===== config.mk =====
export PLATFORM = sky130hd
export DESIGN_NAME = iip_top
export DESIGN_NICKNAME = d
export VERILOG_FILES = /design/src/logic/iip_top.v /design/src/logic/iip_sync.v
export VERILOG_INCLUDE_DIRS = /design/src /design/src/logic
export SDC_FILE = /design/constraint.sdc
export NUM_CORES = 1
export LEC_CHECK = 0
export ABC_AREA = 0
export ABC_CLOCK_PERIOD_IN_PS = 7950
export BUFFER_PORTS_ARGS = -buffer_cell sky130_fd_sc_hd__buf_2
export CELL_PAD_IN_SITES_DETAIL_PLACEMENT = 0
export CELL_PAD_IN_SITES_GLOBAL_PLACEMENT = 1
export CORE_MARGIN = 2
export CORE_UTILIZATION = 40
export CTS_CLUSTER_SIZE = 24
export DETAILED_ROUTE_END_ITERATION = 8
export PLACE_DENSITY = 0.81
export RECOVER_POWER = 100
export SKIP_LAST_GASP = 1
export SLEW_MARGIN = 20
export SYNTH_ARGS = -nofsm -noshare
export SYNTH_HDL_FRONTEND = slang
export SYNTH_SLANG_ARGS = --single-unit

===== constraint.sdc =====
create_clock -name clk -period 7.95 [get_ports clk]
set_clock_uncertainty 0.15 [all_clocks]
set_input_delay 1.59 -clock clk [delete_from_list [all_inputs] [get_ports clk]]
set_output_delay 1.59 -clock clk [all_outputs]
set_load 0.01 [all_outputs]

===== src/logic/iip_regs.vh =====
`ifndef IIP_REGS_VH
`define IIP_REGS_VH

// ----------------------------------------------------------------
// Register word addresses (odd byte lane, byte address = 2*addr+1)
// ----------------------------------------------------------------
`define IIP_PORT0      6'h00
`define IIP_PORT6      6'h06
`define IIP_PORT7      6'h07
`define IIP_IRQ_EN     6'h0f
`define IIP_VECTOR     6'h17

// ----------------------------------------------------------------
// Geometry
// ----------------------------------------------------------------
`define IIP_NPORTS     4
`define IIP_NLINES     32
`define IIP_PORT_W     8
`define IIP_NIBBLE_SH  2

// ----------------------------------------------------------------
// Unlock key bytes, in order
// ----------------------------------------------------------------
`define IIP_KEY0       8'h07
`define IIP_KEY1       8'h0d
`define IIP_KEY2       8'h06
`define IIP_KEY3       8'h12

// ----------------------------------------------------------------
// Bank codes and field positions
// ----------------------------------------------------------------
`define IIP_BANK_IN    2'b00
`define IIP_BANK_EVT   2'b01
`define IIP_BANK_DEB   2'b10
`define IIP_BANK_BAD   2'b11
`define IIP_BANK_HI    7
`define IIP_BANK_LO    6
`define IIP_MASK_HI    3
`define IIP_IE_IRQ     0
`define IIP_IE_SWRST   1

// ----------------------------------------------------------------
// Reset values
// ----------------------------------------------------------------
`define IIP_MASK_RST   4'h0
`define IIP_BYTE_RST   8'h00
`define IIP_LINES_RST  32'h0000_0000
`define IIP_FILL6      6'h00
`define IIP_FILL4      4'h0
`define IIP_FILL3      3'h0
`define IIP_FILL2      2'h0

`endif


===== src/logic/iip_top.v =====
// Behaviour
// - 32 lines as four bytes, low line D0
// - Port read returns present line states
// - Written 1 forces line to read 0
// - Reset clears every port output bit
// - Mask bits 0-3 block port writes
// - Mask bits 4-7 do nothing in standard
// - Mask clear after reset
// - Port 7 bits 7:6 select/report bank
// - Enhanced mode offers three banks
// - Bank 00 inputs, 01 events, 10 debounce
// - Reset gives standard mode, bank 0
// - Bank 1 ports 0-3 read event flops
// - Writing 0 clears an event flop
// - Writing 1 re-arms sensing on a line
// - Summary bits 0-3 show port pending
// - Summary bit 7 set on any event
// - Flag routable to interrupt request line
// - Enable bit 0 gates irq; bit 1 resets
// - Polarity 1 falling, 0 rising edge
// - Upper data byte never driven
`default_nettype none
`include "iip_regs.vh"

module iip_top (
  // Clock and reset
  input wire clk,
  input wire sys_rst,
  // Field inputs, asynchronous
  input wire [31:0] field_input_lines,
  // Register access port
  input wire reg_sel,
  input wire reg_wr,
  input wire [5:0] reg_addr,
  input wire [7:0] reg_wdata,
  output reg reg_ack,
  output reg [7:0] reg_rdata,
  output wire reg_lo_oe_n,
  output wire reg_hi_oe_n,
  // Carrier interrupt
  output wire carrier_interrupt_request_zero
);

  // ----------------------------------------------------------------
  // Unlock sequence states
  // ----------------------------------------------------------------
  localparam U_WAIT0 = 3'b000;
  localparam U_WAIT1 = 3'b001;
  localparam U_WAIT2 = 3'b010;
  localparam U_WAIT3 = 3'b011;
  localparam U_OPEN = 3'b100;
  localparam U_SHUT = 3'b101;

  // ----------------------------------------------------------------
  // Functions
  // ----------------------------------------------------------------
  // Pick one eight-line port out of the 32 lines
  function [7:0] port_byte;
    input [31:0] vec;
    input [2:0] idx;
    begin
      port_byte = vec[idx[1:0]*`IIP_PORT_W +: `IIP_PORT_W];
    end
  endfunction

  // Expected key byte for an unlock step
  function [7:0] key_for;
    input [2:0] st;
    begin
      case (st)
        U_WAIT0: key_for = `IIP_KEY0;
        U_WAIT1: key_for = `IIP_KEY1;
        U_WAIT2: key_for = `IIP_KEY2;
        U_WAIT3: key_for = `IIP_KEY3;
        default: key_for = `IIP_BYTE_RST;
      endcase
    end
  endfunction

  // ----------------------------------------------------------------
  // Declarations
  // ----------------------------------------------------------------
  wire [31:0] line_sync;     // Synchronised field lines
  reg soft_rst;              // Software reset pulse
  wire rst_all;              // Power-up or software reset
  reg [31:0] port_force;     // Written port bits, force read 0
  reg [31:0] line_prev;      // Previous live level for edges
  reg [31:0] evt;            // Event-sense flip-flops
  reg [31:0] arm;            // Event sensing enabled per line
  reg [7:0] polarity;        // Edge polarity per nibble
  reg [7:0] vector;          // Interrupt vector storage
  reg [3:0] mask;            // Port write mask
  reg [1:0] bank;            // Selected bank
  reg [2:0] unl_state;       // Unlock progress
  reg [2:0] next_unl_state;  // Unlock next state
  reg irq_en;                // Interrupt line enable
  reg ack_rd;                // Read answer is on the bus
  reg [31:0] pol_line;       // Polarity fanned out per line
  reg [31:0] next_force;     // Next forced bits
  reg [31:0] evt_clr;        // Event clear strobes
  reg [31:0] next_arm;       // Next arm bits
  reg [7:0] next_rdata;      // Read mux
  reg [3:0] port_pend;       // Per-port pending summary
  integer i;
  wire [31:0] line_live;
  wire [31:0] edge_hit;
  wire irq_flag;
  wire wr_req;
  wire rd_req;
  wire is_port;
  wire [2:0] idx;
  wire mapped;
  wire enh_mode;
  wire [1:0] bank_eff;

  // ----------------------------------------------------------------
  // Field line synchroniser
  // ----------------------------------------------------------------
  iip_sync u_sync (
    .clk(clk),
    .sys_rst(sys_rst),
    .d(field_input_lines),
    .q(line_sync)
  );

  // ----------------------------------------------------------------
  // Decode
  // ----------------------------------------------------------------
  assign rst_all = sys_rst | soft_rst;
  assign wr_req = reg_sel & reg_wr;
  assign rd_req = reg_sel & ~reg_wr;
  assign is_port = (reg_addr[5:3] == `IIP_FILL3);
  assign idx = reg_addr[2:0];
  // Unused addresses get no answer
  assign mapped = is_port | (reg_addr == `IIP_IRQ_EN) | (reg_addr == `IIP_VECTOR);
  assign enh_mode = (unl_state == U_OPEN);
  // Standard mode behaves as bank 0
  assign bank_eff = enh_mode ? bank : `IIP_BANK_IN;

  // Forced bits read as 0 and hide line changes
  assign line_live = line_sync & ~port_force;

  // ----------------------------------------------------------------
  // Edge detect and summaries
  // ----------------------------------------------------------------
  always @* begin
    for (i = 0; i < `IIP_NLINES; i = i + 1) begin
      pol_line[i] = polarity[i >> `IIP_NIBBLE_SH];
    end
    for (i = 0; i < `IIP_NPORTS; i = i + 1) begin
      port_pend[i] = |evt[i*`IIP_PORT_W +: `IIP_PORT_W];
    end
  end

  // Falling edge when polarity is 1, rising when 0
  assign edge_hit = (~line_live & line_prev & pol_line) |
                    (line_live & ~line_prev & ~pol_line);
  assign irq_flag = |port_pend;
  // Flag reaches the carrier line only when enabled
  assign carrier_interrupt_request_zero = irq_flag & irq_en;

  // Upper byte is never driven, low byte only while answering
  assign reg_hi_oe_n = 1'b1;
  assign reg_lo_oe_n = ~ack_rd;

  // ----------------------------------------------------------------
  // Unlock sequence next state
  // ----------------------------------------------------------------
  always @* begin
    next_unl_state = unl_state;
    case (unl_state)
      U_WAIT0, U_WAIT1, U_WAIT2, U_WAIT3: begin
        if (reg_sel) begin
          if (reg_addr != `IIP_PORT7) begin
            // Any other address aborts the sequence
            next_unl_state = U_SHUT;
          end else if (reg_wr) begin
            if (reg_wdata != key_for(unl_state)) begin
              next_unl_state = U_SHUT;
            end else if (unl_state == U_WAIT3) begin
              next_unl_state = U_OPEN;
            end else begin
              next_unl_state = unl_state + 3'b001;
            end
          end
        end
      end
      U_OPEN: next_unl_state = U_OPEN;
      U_SHUT: next_unl_state = U_SHUT;
      default: next_unl_state = U_SHUT;
    endcase
  end

  // ----------------------------------------------------------------
  // Write side effects on port bits and event controls
  // ----------------------------------------------------------------
  always @* begin
    next_force = port_force;
    evt_clr = `IIP_LINES_RST;
    next_arm = arm;
    if (wr_req && is_port && (idx < `IIP_NPORTS)) begin
      if (bank_eff == `IIP_BANK_IN) begin
        // Masked ports ignore writes
        if (!mask[idx[1:0]]) begin
          next_force[idx[1:0]*`IIP_PORT_W +: `IIP_PORT_W] = reg_wdata;
        end
      end else if (bank_eff == `IIP_BANK_EVT) begin
        // Zero clears the flop, one re-arms the line
        evt_clr[idx[1:0]*`IIP_PORT_W +: `IIP_PORT_W] = ~reg_wdata;
        next_arm[idx[1:0]*`IIP_PORT_W +: `IIP_PORT_W] = reg_wdata;
      end
    end
  end

  // ----------------------------------------------------------------
  // Control registers
  // ----------------------------------------------------------------
  always @(posedge clk) begin
    if (rst_all) begin
      port_force <= `IIP_LINES_RST;
      mask <= `IIP_MASK_RST;
      bank <= `IIP_BANK_IN;
      unl_state <= U_WAIT0;
      polarity <= `IIP_BYTE_RST;
      vector <= `IIP_BYTE_RST;
      irq_en <= 1'b0;
    end else begin
      port_force <= next_force;
      unl_state <= next_unl_state;
      if (wr_req && (reg_addr == `IIP_PORT7)) begin
        // Only bank 0 and standard mode hold the mask
        if (bank_eff == `IIP_BANK_IN) begin
          mask <= reg_wdata[`IIP_MASK_HI:0];
        end
        // Code 11 is refused and the bank kept
        if (enh_mode && (reg_wdata[`IIP_BANK_HI:`IIP_BANK_LO] != `IIP_BANK_BAD)) begin
          bank <= reg_wdata[`IIP_BANK_HI:`IIP_BANK_LO];
        end
      end
      if (wr_req && (reg_addr == `IIP_PORT6) && (bank_eff == `IIP_BANK_EVT)) begin
        polarity <= reg_wdata;
      end
      if (wr_req && (reg_addr == `IIP_IRQ_EN)) begin
        irq_en <= reg_wdata[`IIP_IE_IRQ];
      end
      if (wr_req && (reg_addr == `IIP_VECTOR)) begin
        vector <= reg_wdata;
      end
    end
  end

  // ----------------------------------------------------------------
  // Event sensing
  // ----------------------------------------------------------------
  always @(posedge clk) begin
    if (rst_all) begin
      evt <= `IIP_LINES_RST;
      arm <= `IIP_LINES_RST;
      line_prev <= `IIP_LINES_RST;
    end else begin
      line_prev <= line_live;
      arm <= next_arm;
      // A new edge wins over a clear in the same cycle
      evt <= (evt & ~evt_clr) | (edge_hit & arm);
    end
  end

  // ----------------------------------------------------------------
  // Software reset pulse
  // ----------------------------------------------------------------
  always @(posedge clk) begin
    if (sys_rst || soft_rst) begin
      soft_rst <= 1'b0;
    end else begin
      soft_rst <= wr_req & (reg_addr == `IIP_IRQ_EN) & reg_wdata[`IIP_IE_SWRST];
    end
  end

  // ----------------------------------------------------------------
  // Read mux
  // ----------------------------------------------------------------
  always @* begin
    next_rdata = `IIP_BYTE_RST;
    if (reg_addr == `IIP_IRQ_EN) begin
      next_rdata = {`IIP_FILL6, 1'b0, irq_en};
    end else if (reg_addr == `IIP_VECTOR) begin
      next_rdata = vector;
    end else if (is_port) begin
      case (bank_eff)
        `IIP_BANK_IN: begin
          if (idx < `IIP_NPORTS) begin
            next_rdata = port_byte(line_live, idx);
          end else if (reg_addr == `IIP_PORT7) begin
            next_rdata = {bank, `IIP_FILL2, mask};
          end
        end
        `IIP_BANK_EVT: begin
          if (idx < `IIP_NPORTS) begin
            next_rdata = port_byte(evt, idx);
          end else if (reg_addr == `IIP_PORT6) begin
            next_rdata = {irq_flag, `IIP_FILL3, port_pend};
          end else if (reg_addr == `IIP_PORT7) begin
            next_rdata = {bank, `IIP_FILL6};
          end
        end
        `IIP_BANK_DEB: begin
          if (reg_addr == `IIP_PORT7) begin
            next_rdata = {bank, `IIP_FILL6};
          end
        end
        default: next_rdata = `IIP_BYTE_RST;
      endcase
    end
  end

  // ----------------------------------------------------------------
  // Bus answer, one cycle after the strobe
  // ----------------------------------------------------------------
  always @(posedge clk) begin
    if (sys_rst) begin
      reg_ack <= 1'b0;
      ack_rd <= 1'b0;
      reg_rdata <= `IIP_BYTE_RST;
    end else begin
      reg_ack <= reg_sel & mapped;
      ack_rd <= rd_req & mapped;
      if (rd_req && mapped) begin
        reg_rdata <= next_rdata;
      end
    end
  end

endmodule

`default_nettype wire


===== src/logic/iip_sync.v =====
`default_nettype none
`include "iip_regs.vh"

module iip_sync (
  // Clock and reset
  input wire clk,
  input wire sys_rst,
  // Asynchronous field lines in
  input wire [31:0] d,
  // Lines on the clock domain out
  output reg [31:0] q
);

  // First stage, read only by the second stage
  reg [31:0] meta;

  // ----------------------------------------------------------------
  // Two-flop synchroniser
  // ----------------------------------------------------------------
  always @(posedge clk) begin
    if (sys_rst) begin
      meta <= `IIP_LINES_RST;
      q <= `IIP_LINES_RST;
    end else begin
      meta <= d;
      q <= meta;
    end
  end

endmodule

`default_nettype wire


==> results of run 1 <==
## cell usage after synthesis, types with 3 or more instances
cell type,n
a2111oi_0,3
a21oi_1,85
a221oi_1,4
a22o_1,3
a22oi_1,14
a31oi_1,4
a32o_1,4
and2_1,5
and3_1,37
buf_2,7
buf_4,3
clkbuf_1,62
dfxtp_1,229
ha_1,10
inv_1,11
mux2i_1,26
mux4_2,17
nand2_1,54
nand2b_1,41
nand3_1,37
nand4_1,5
nor2_1,118
nor2b_1,74
nor3_1,55
nor4_1,11
nor4_4,3
o21ai_0,71
or3_1,6
## per-layer routing
metal | routed length [µm] | global-route usage | vias to the layer above
met1 | 11410 | 0.2862 | 3457
met5 | 0 | 0 | -
li1 | - | - | 3691
met2 | 11110 | 0.3123 | 229
met4 | 934 | 0.07922 | 0
met3 | 1528 | 0.03304 | 63
## cell type report
class | instances | share of cell area
tap | 319 | 0.03764
clock buffer | 32 | 0.06619
inverter | 13 | 0.004602
clock inverter | 11 | 0.01333
timing repair buffer | 64 | 0.02938
sequential | 229 | 0.4323
multi-input combinational | 729 | 0.4165
## sequential cells by signal (all words and copies together), names as in the netlist, 8 cells and up
register	cells
u_sync.q	32
arm	32
line_prev	32
vector	8
evt	32
u_sync.meta	32
reg_rdata	8
polarity	8
port_force	32
## logic make-up (layout without fill, tap and decap cells)
group | count (synthesis) | count (layout) | share of synthesized area
AND/OR/NAND/NOR | 463 | 463 | 0.2592
flip-flops | 229 | 229 | 0.4877
AO/OA/AOI/OAI | 209 | 209 | 0.1298
buffers and inverters | 87 | 120 | 0.03847
multiplexers | 43 | 43 | 0.06842
adder cells (fa/ha/maj) | 10 | 10 | 0.01331
XOR/XNOR | 3 | 3 | 0.002796
other | 1 | 1 | 0.0003989
## how the worst max path moves through the flow
| stage | startpoint | end | slack, ps | cells after the start |
|---|---|---|---|---|
| after floorplan | reg_addr[0] | arm[6] | 4300 | 7 |
| after global placement | reg_addr[0] | evt[27] | 3530 | 6 |
| after detailed placement | reg_addr[0] | evt[23] | 3520 | 7 |
| after CTS | reg_addr[0] | evt[27] | 4040 | 6 |
| after global routing | reg_addr[0] | port_force[28] | 2370 | 6 |
| final | reg_addr[0] | port_force[29] | 2600 | 6 |
## metrics by stage
stage | hold WS, ps | worst slack [ps] | util | total power (µW) | instance area (µm²)
floorplan | 263.8 | 4297 | - | 1310 | 9400
global placement | 268.1 | 3532 | 0.4221 | 1361 | 9819
detailed placement | 270.4 | 3521 | 0.4221 | 1364 | 9819
CTS | 282.9 | 4039 | 0.4584 | 2536 | 10660
global route | 292.8 | 2369 | 0.4558 | 2602 | 10600
finish | 280.0 | 2605 | 0.4558 | 2514 | 10600
## worst max-delay path: cells and delay by family
| kind | cells | cell delay, ps |
|---|---|---|
| buffers and inverters | 1 | 940 |
| multiplexers | 2 | 970 |
| AND/OR/NAND/NOR | 3 | 2070 |
## power by group
group | total (µW) | leakage (µW) | internal (µW) | switching [µW]
combinational | 159 | 0.00187 | 51.6 | 107
clock | 1180 | 0.000409 | 718 | 457
sequential | 1180 | 0.00186 | 1170 | 9.47
total | 2510 | 0.00414 | 1940 | 574
==> out/qor.csv, run 1 <==
metric,value,unit
via_per_inst,5.326,
post_cts_buffers,0,
p_leak,0.004140,µW
drive_gt1_frac,0.1132,
start_util,0.4041,
crit_path_max_fanout,22,
drt-pass1-iter-count,5,
violations,"capacitance limit, slew limit",
seq_area,4584,µm²
synthFlopType,dfxtp_1,
min_period_over_period,0.6724,
portBuffers,60,
final.setup.tns,0,ps
crit_slowest_cell,nor4_1,
regToRegSetupSlack,4070,ps
wire_per_inst,17.88,µm
synthTopCellsByArea,"dfxtp_1 (49%), nor2b_1 (4.9%), nor2_1 (4.7%)",
grt_pass1_wl,39020,µm
overflow,0,
numCtsBuffers,25,
syn_area,9400,µm²
die_h,157.3,µm
drv_slew,7,
mostFrequentLayoutCells,"dfxtp_1 (229), nor2_1 (118), a21oi_1 (85), nor2b_1 (74), o21ai_0 (72)",
remaining_drc_errors,0,
p_per_area,237.0,nW/µm²
io_pins,62,
endpoint_kind,register,
grt_max_degree,84,
ant_nets,0,
cts_resized,0,
peakVddDrop,0.1237,mV
slew_headroom,-0.1245,
r2r-start,unl_state[0],
synth.distinct_cells,61,
finalCriticalPeriod,5345,ps
clkLatencyLatePin,520,ps
vias,7440,
hp-class,register to register,
grt_antenna_before_repair,0,
final_nets,1122,
grt_pass1_vias,6824,
synth_cells,1045,
yosysSeqAreaShare,0.4877,
max_cap_violations,1,
fillers,2320,
multi_input_area,4417,µm²
synthArstFlopShare,0,
startpoint_type,primary input,
synth_top_cell_area_share,0.4877,
cts_max_level,1,
cts_tree,done,
clkTransAtPathRegs,60,ps
ff2ff_path_depth,7,
required,8170,ps
r2r-end,port_force[29],
hold_viol,0,
synth_largest_area_cell,dfxtp_1,
min-delay-start,u_sync.meta[14],
cpPeakStageDelay,1270,ps
dp.cells,1354,
cts_buffer_depth,3,
drt-initial-drc-count,629,
globalRouteTotalUtil,0.2034,
routabilityCongestion,0.8804,
fp.dieW,157.3,µm
status,"finished, violations left",
fin_cells,1397,
hold_end,u_sync.q[14],
worst_slew_pin_slew,1671,ps
syn-num-nets,1105,
cp.arrival,5570,ps
rows,56,
area_delta_synth_final,12.80,%
rsz0062_at_grt,no,
root_buffer,clkbuf_16,
hold_depth,1,
path_class,primary input to register,
antennaDiodeCount,0,
layout_commonest_cell,dfxtp_1,
cts_hold_buffers,0,
ys.warnings.count,0,
die-area,24740,µm²
clkSinkCount,229,
hpwl,16950,µm
core_area,23260,µm²
synth_seq_cells,229,
synth_edf_count,0,
setup_viol,0,
avgSynthCellArea,8.995,µm²
wl,24980,µm
worstPathCellList,"clkbuf_1, mux4_2, nor4_1, nand2_1, mux2i_1, nor2_1",
fmax,187.1,MHz
(Power assumes the default switching activity.)
==> run 2, diff against run 1 <==
Settings changed: ABC_CLOCK_PERIOD_IN_PS 7950 to 4600, PLACE_DENSITY 0.81 to 0.84.
Clock period 7.95 ns to 4.6 ns, I/O delays scaled along.
==> out/qor.csv, run 2 (synthesized netlist as in run 1, its figures left out) <==
metric,value,unit,change
status,"finished, violations left",,
violations,"capacitance limit, slew limit",,
finalCriticalPeriod,3660,ps,
p_leak,0.004163,µW,+0.55%
drv_slew,84,,+77
max_cap_violations,1,,unchanged
grt_antenna_before_repair,0,,unchanged
rows,56,,unchanged
wl,24810,µm,-0.70%
p_per_area,405.5,nW/µm²,+71%
cp.arrival,3900,ps,-1670 ps
min_period_over_period,0.7957,,
area_delta_synth_final,13.22,%,
worst_slack,939.9,ps,-1665 ps
hp-class,register to register,,
final_nets,1125,,+0.27%
clkLatencyLatePin,520,ps,about the same
dp.cells,1358,,+0.30%
dp_slack,950.1,ps,-2571 ps
routabilityCongestion,0.8972,,+1.9%
via_per_inst,5.354,,+0.54%
layout_commonest_cell,dfxtp_1,,
core_area,23260,µm²,unchanged
cts_buffer_depth,3,,unchanged
ant_nets,0,,unchanged
finish.instance_area,10640,µm²,+0.37%
fp.dieW,157.3,µm,unchanged
start_util,0.4041,,unchanged
portBuffers,60,,unchanged
mostFrequentLayoutCells,"dfxtp_1 (229), nor2_1 (118), a21oi_1 (85), nor2b_1 (74), o21ai_0 (72)",,
worst_slew_pin_slew,2964,ps,+1293 ps
cts_tree,done,,
io_pins,62,,unchanged
crit_path_max_fanout,83,,+280%
vias,7507,,+0.90%
hold_viol,0,,unchanged
placed_area,9849,µm²,+0.31%
clkTransAtPathRegs,60,ps,about the same
final.setup.tns,0,ps,unchanged
slew_headroom,-0.9761,,-0.8516
setup_viol,0,,unchanged
endpoint_kind,register,,
fmax,273.2,MHz,
fin_cells,1402,,+0.36%
cts_resized,0,,unchanged
cts_max_level,1,,unchanged
root_buffer,clkbuf_16,,
wire_per_inst,17.69,µm,-1.1%
remaining_drc_errors,0,,unchanged
required,4840,ps,-3330 ps
globalRouteTotalUtil,0.2013,,-0.002124
cts_hold_buffers,0,,unchanged
clkSinkCount,229,,unchanged
grt_pass1_vias,6854,,+0.44%
drive_gt1_frac,0.1166,,+0.003386
drt-pass1-iter-count,5,,unchanged
startpoint_type,primary input,,
post_cts_buffers,0,,unchanged
grt_pass1_wl,38760,µm,-0.65%
overflow,0,,unchanged
rsz0062_at_grt,no,,
peakVddDrop,0.2212,mV,+79%
die-area,24740,µm²,unchanged
die_h,157.3,µm,unchanged
drt-initial-drc-count,687,,+9.2%
grt_max_degree,84,,unchanged
hpwl,16980,µm,+0.16%
path_class,primary input to register,,
numCtsBuffers,24,,-4.0%
[run 2: cell types whose count changed in the layout (fill, tap and decap cells not counted), moves of 2 or more]
cell,delta
clkinvlp_4,-3
buf_4,+5
clkbuf_1,+2
diode_2,+2
nand2_1,-2
nand2_2,+2
[run 2: per-layer routing]
metal / up-vias / routed length [µm] / GRT usage
met3: 68 / 1874 / 0.03111
met5: - / 0 / 0
met4: 0 / 904 / 0.09048
met2: 300 / 10900 / 0.3040
li1: 3698 / - / -
met1: 3441 / 11130 / 0.2839
[run 2: area by class of cell]
cell class              count  area (µm²)
fillers                  2297       12620
clock inverters             7       116.4
repair buffers             68       346.6
multi-input cells         729        4439
flip-flops and latches    229        4584
clock buffers              35       703.2
well taps                 319       399.1
diodes                      2       5.005
inverters                  13       48.80
[run 2: metrics by stage]
stage	power, µW	utilization	hold WS, ps
6_report	4315	0.4575	276.9
3_5_place_dp	2355	0.4234	270.4
2_1_floorplan	2264	-	263.8
5_1_grt	4476	0.4573	302.3
3_3_place_gp	2352	0.4234	268.3
4_1_cts	4358	0.4586	282.3
[run 2: worst max-delay path, stage by stage]
cell and delay, ps:
buf_2 80, or2_1 2070, buf_4 620, nor2_1 100
[run 2: worst paths after layout]
kind,from,end,slack [ps],depth (start not counted)
setup reg to reg,soft_rst,port_force[10],1100,3
hold reg to reg,u_sync.meta[29],u_sync.q[29],280,1
hold / removal,u_sync.meta[29],u_sync.q[29],280,1
setup / recovery,sys_rst,port_force[10],940,4
[run 2: report_power, final]
group          switching [µW]  internal (µW)
combinational             185           90.2
sequential               16.0           2020
clock                     776           1230
total                     977           3340
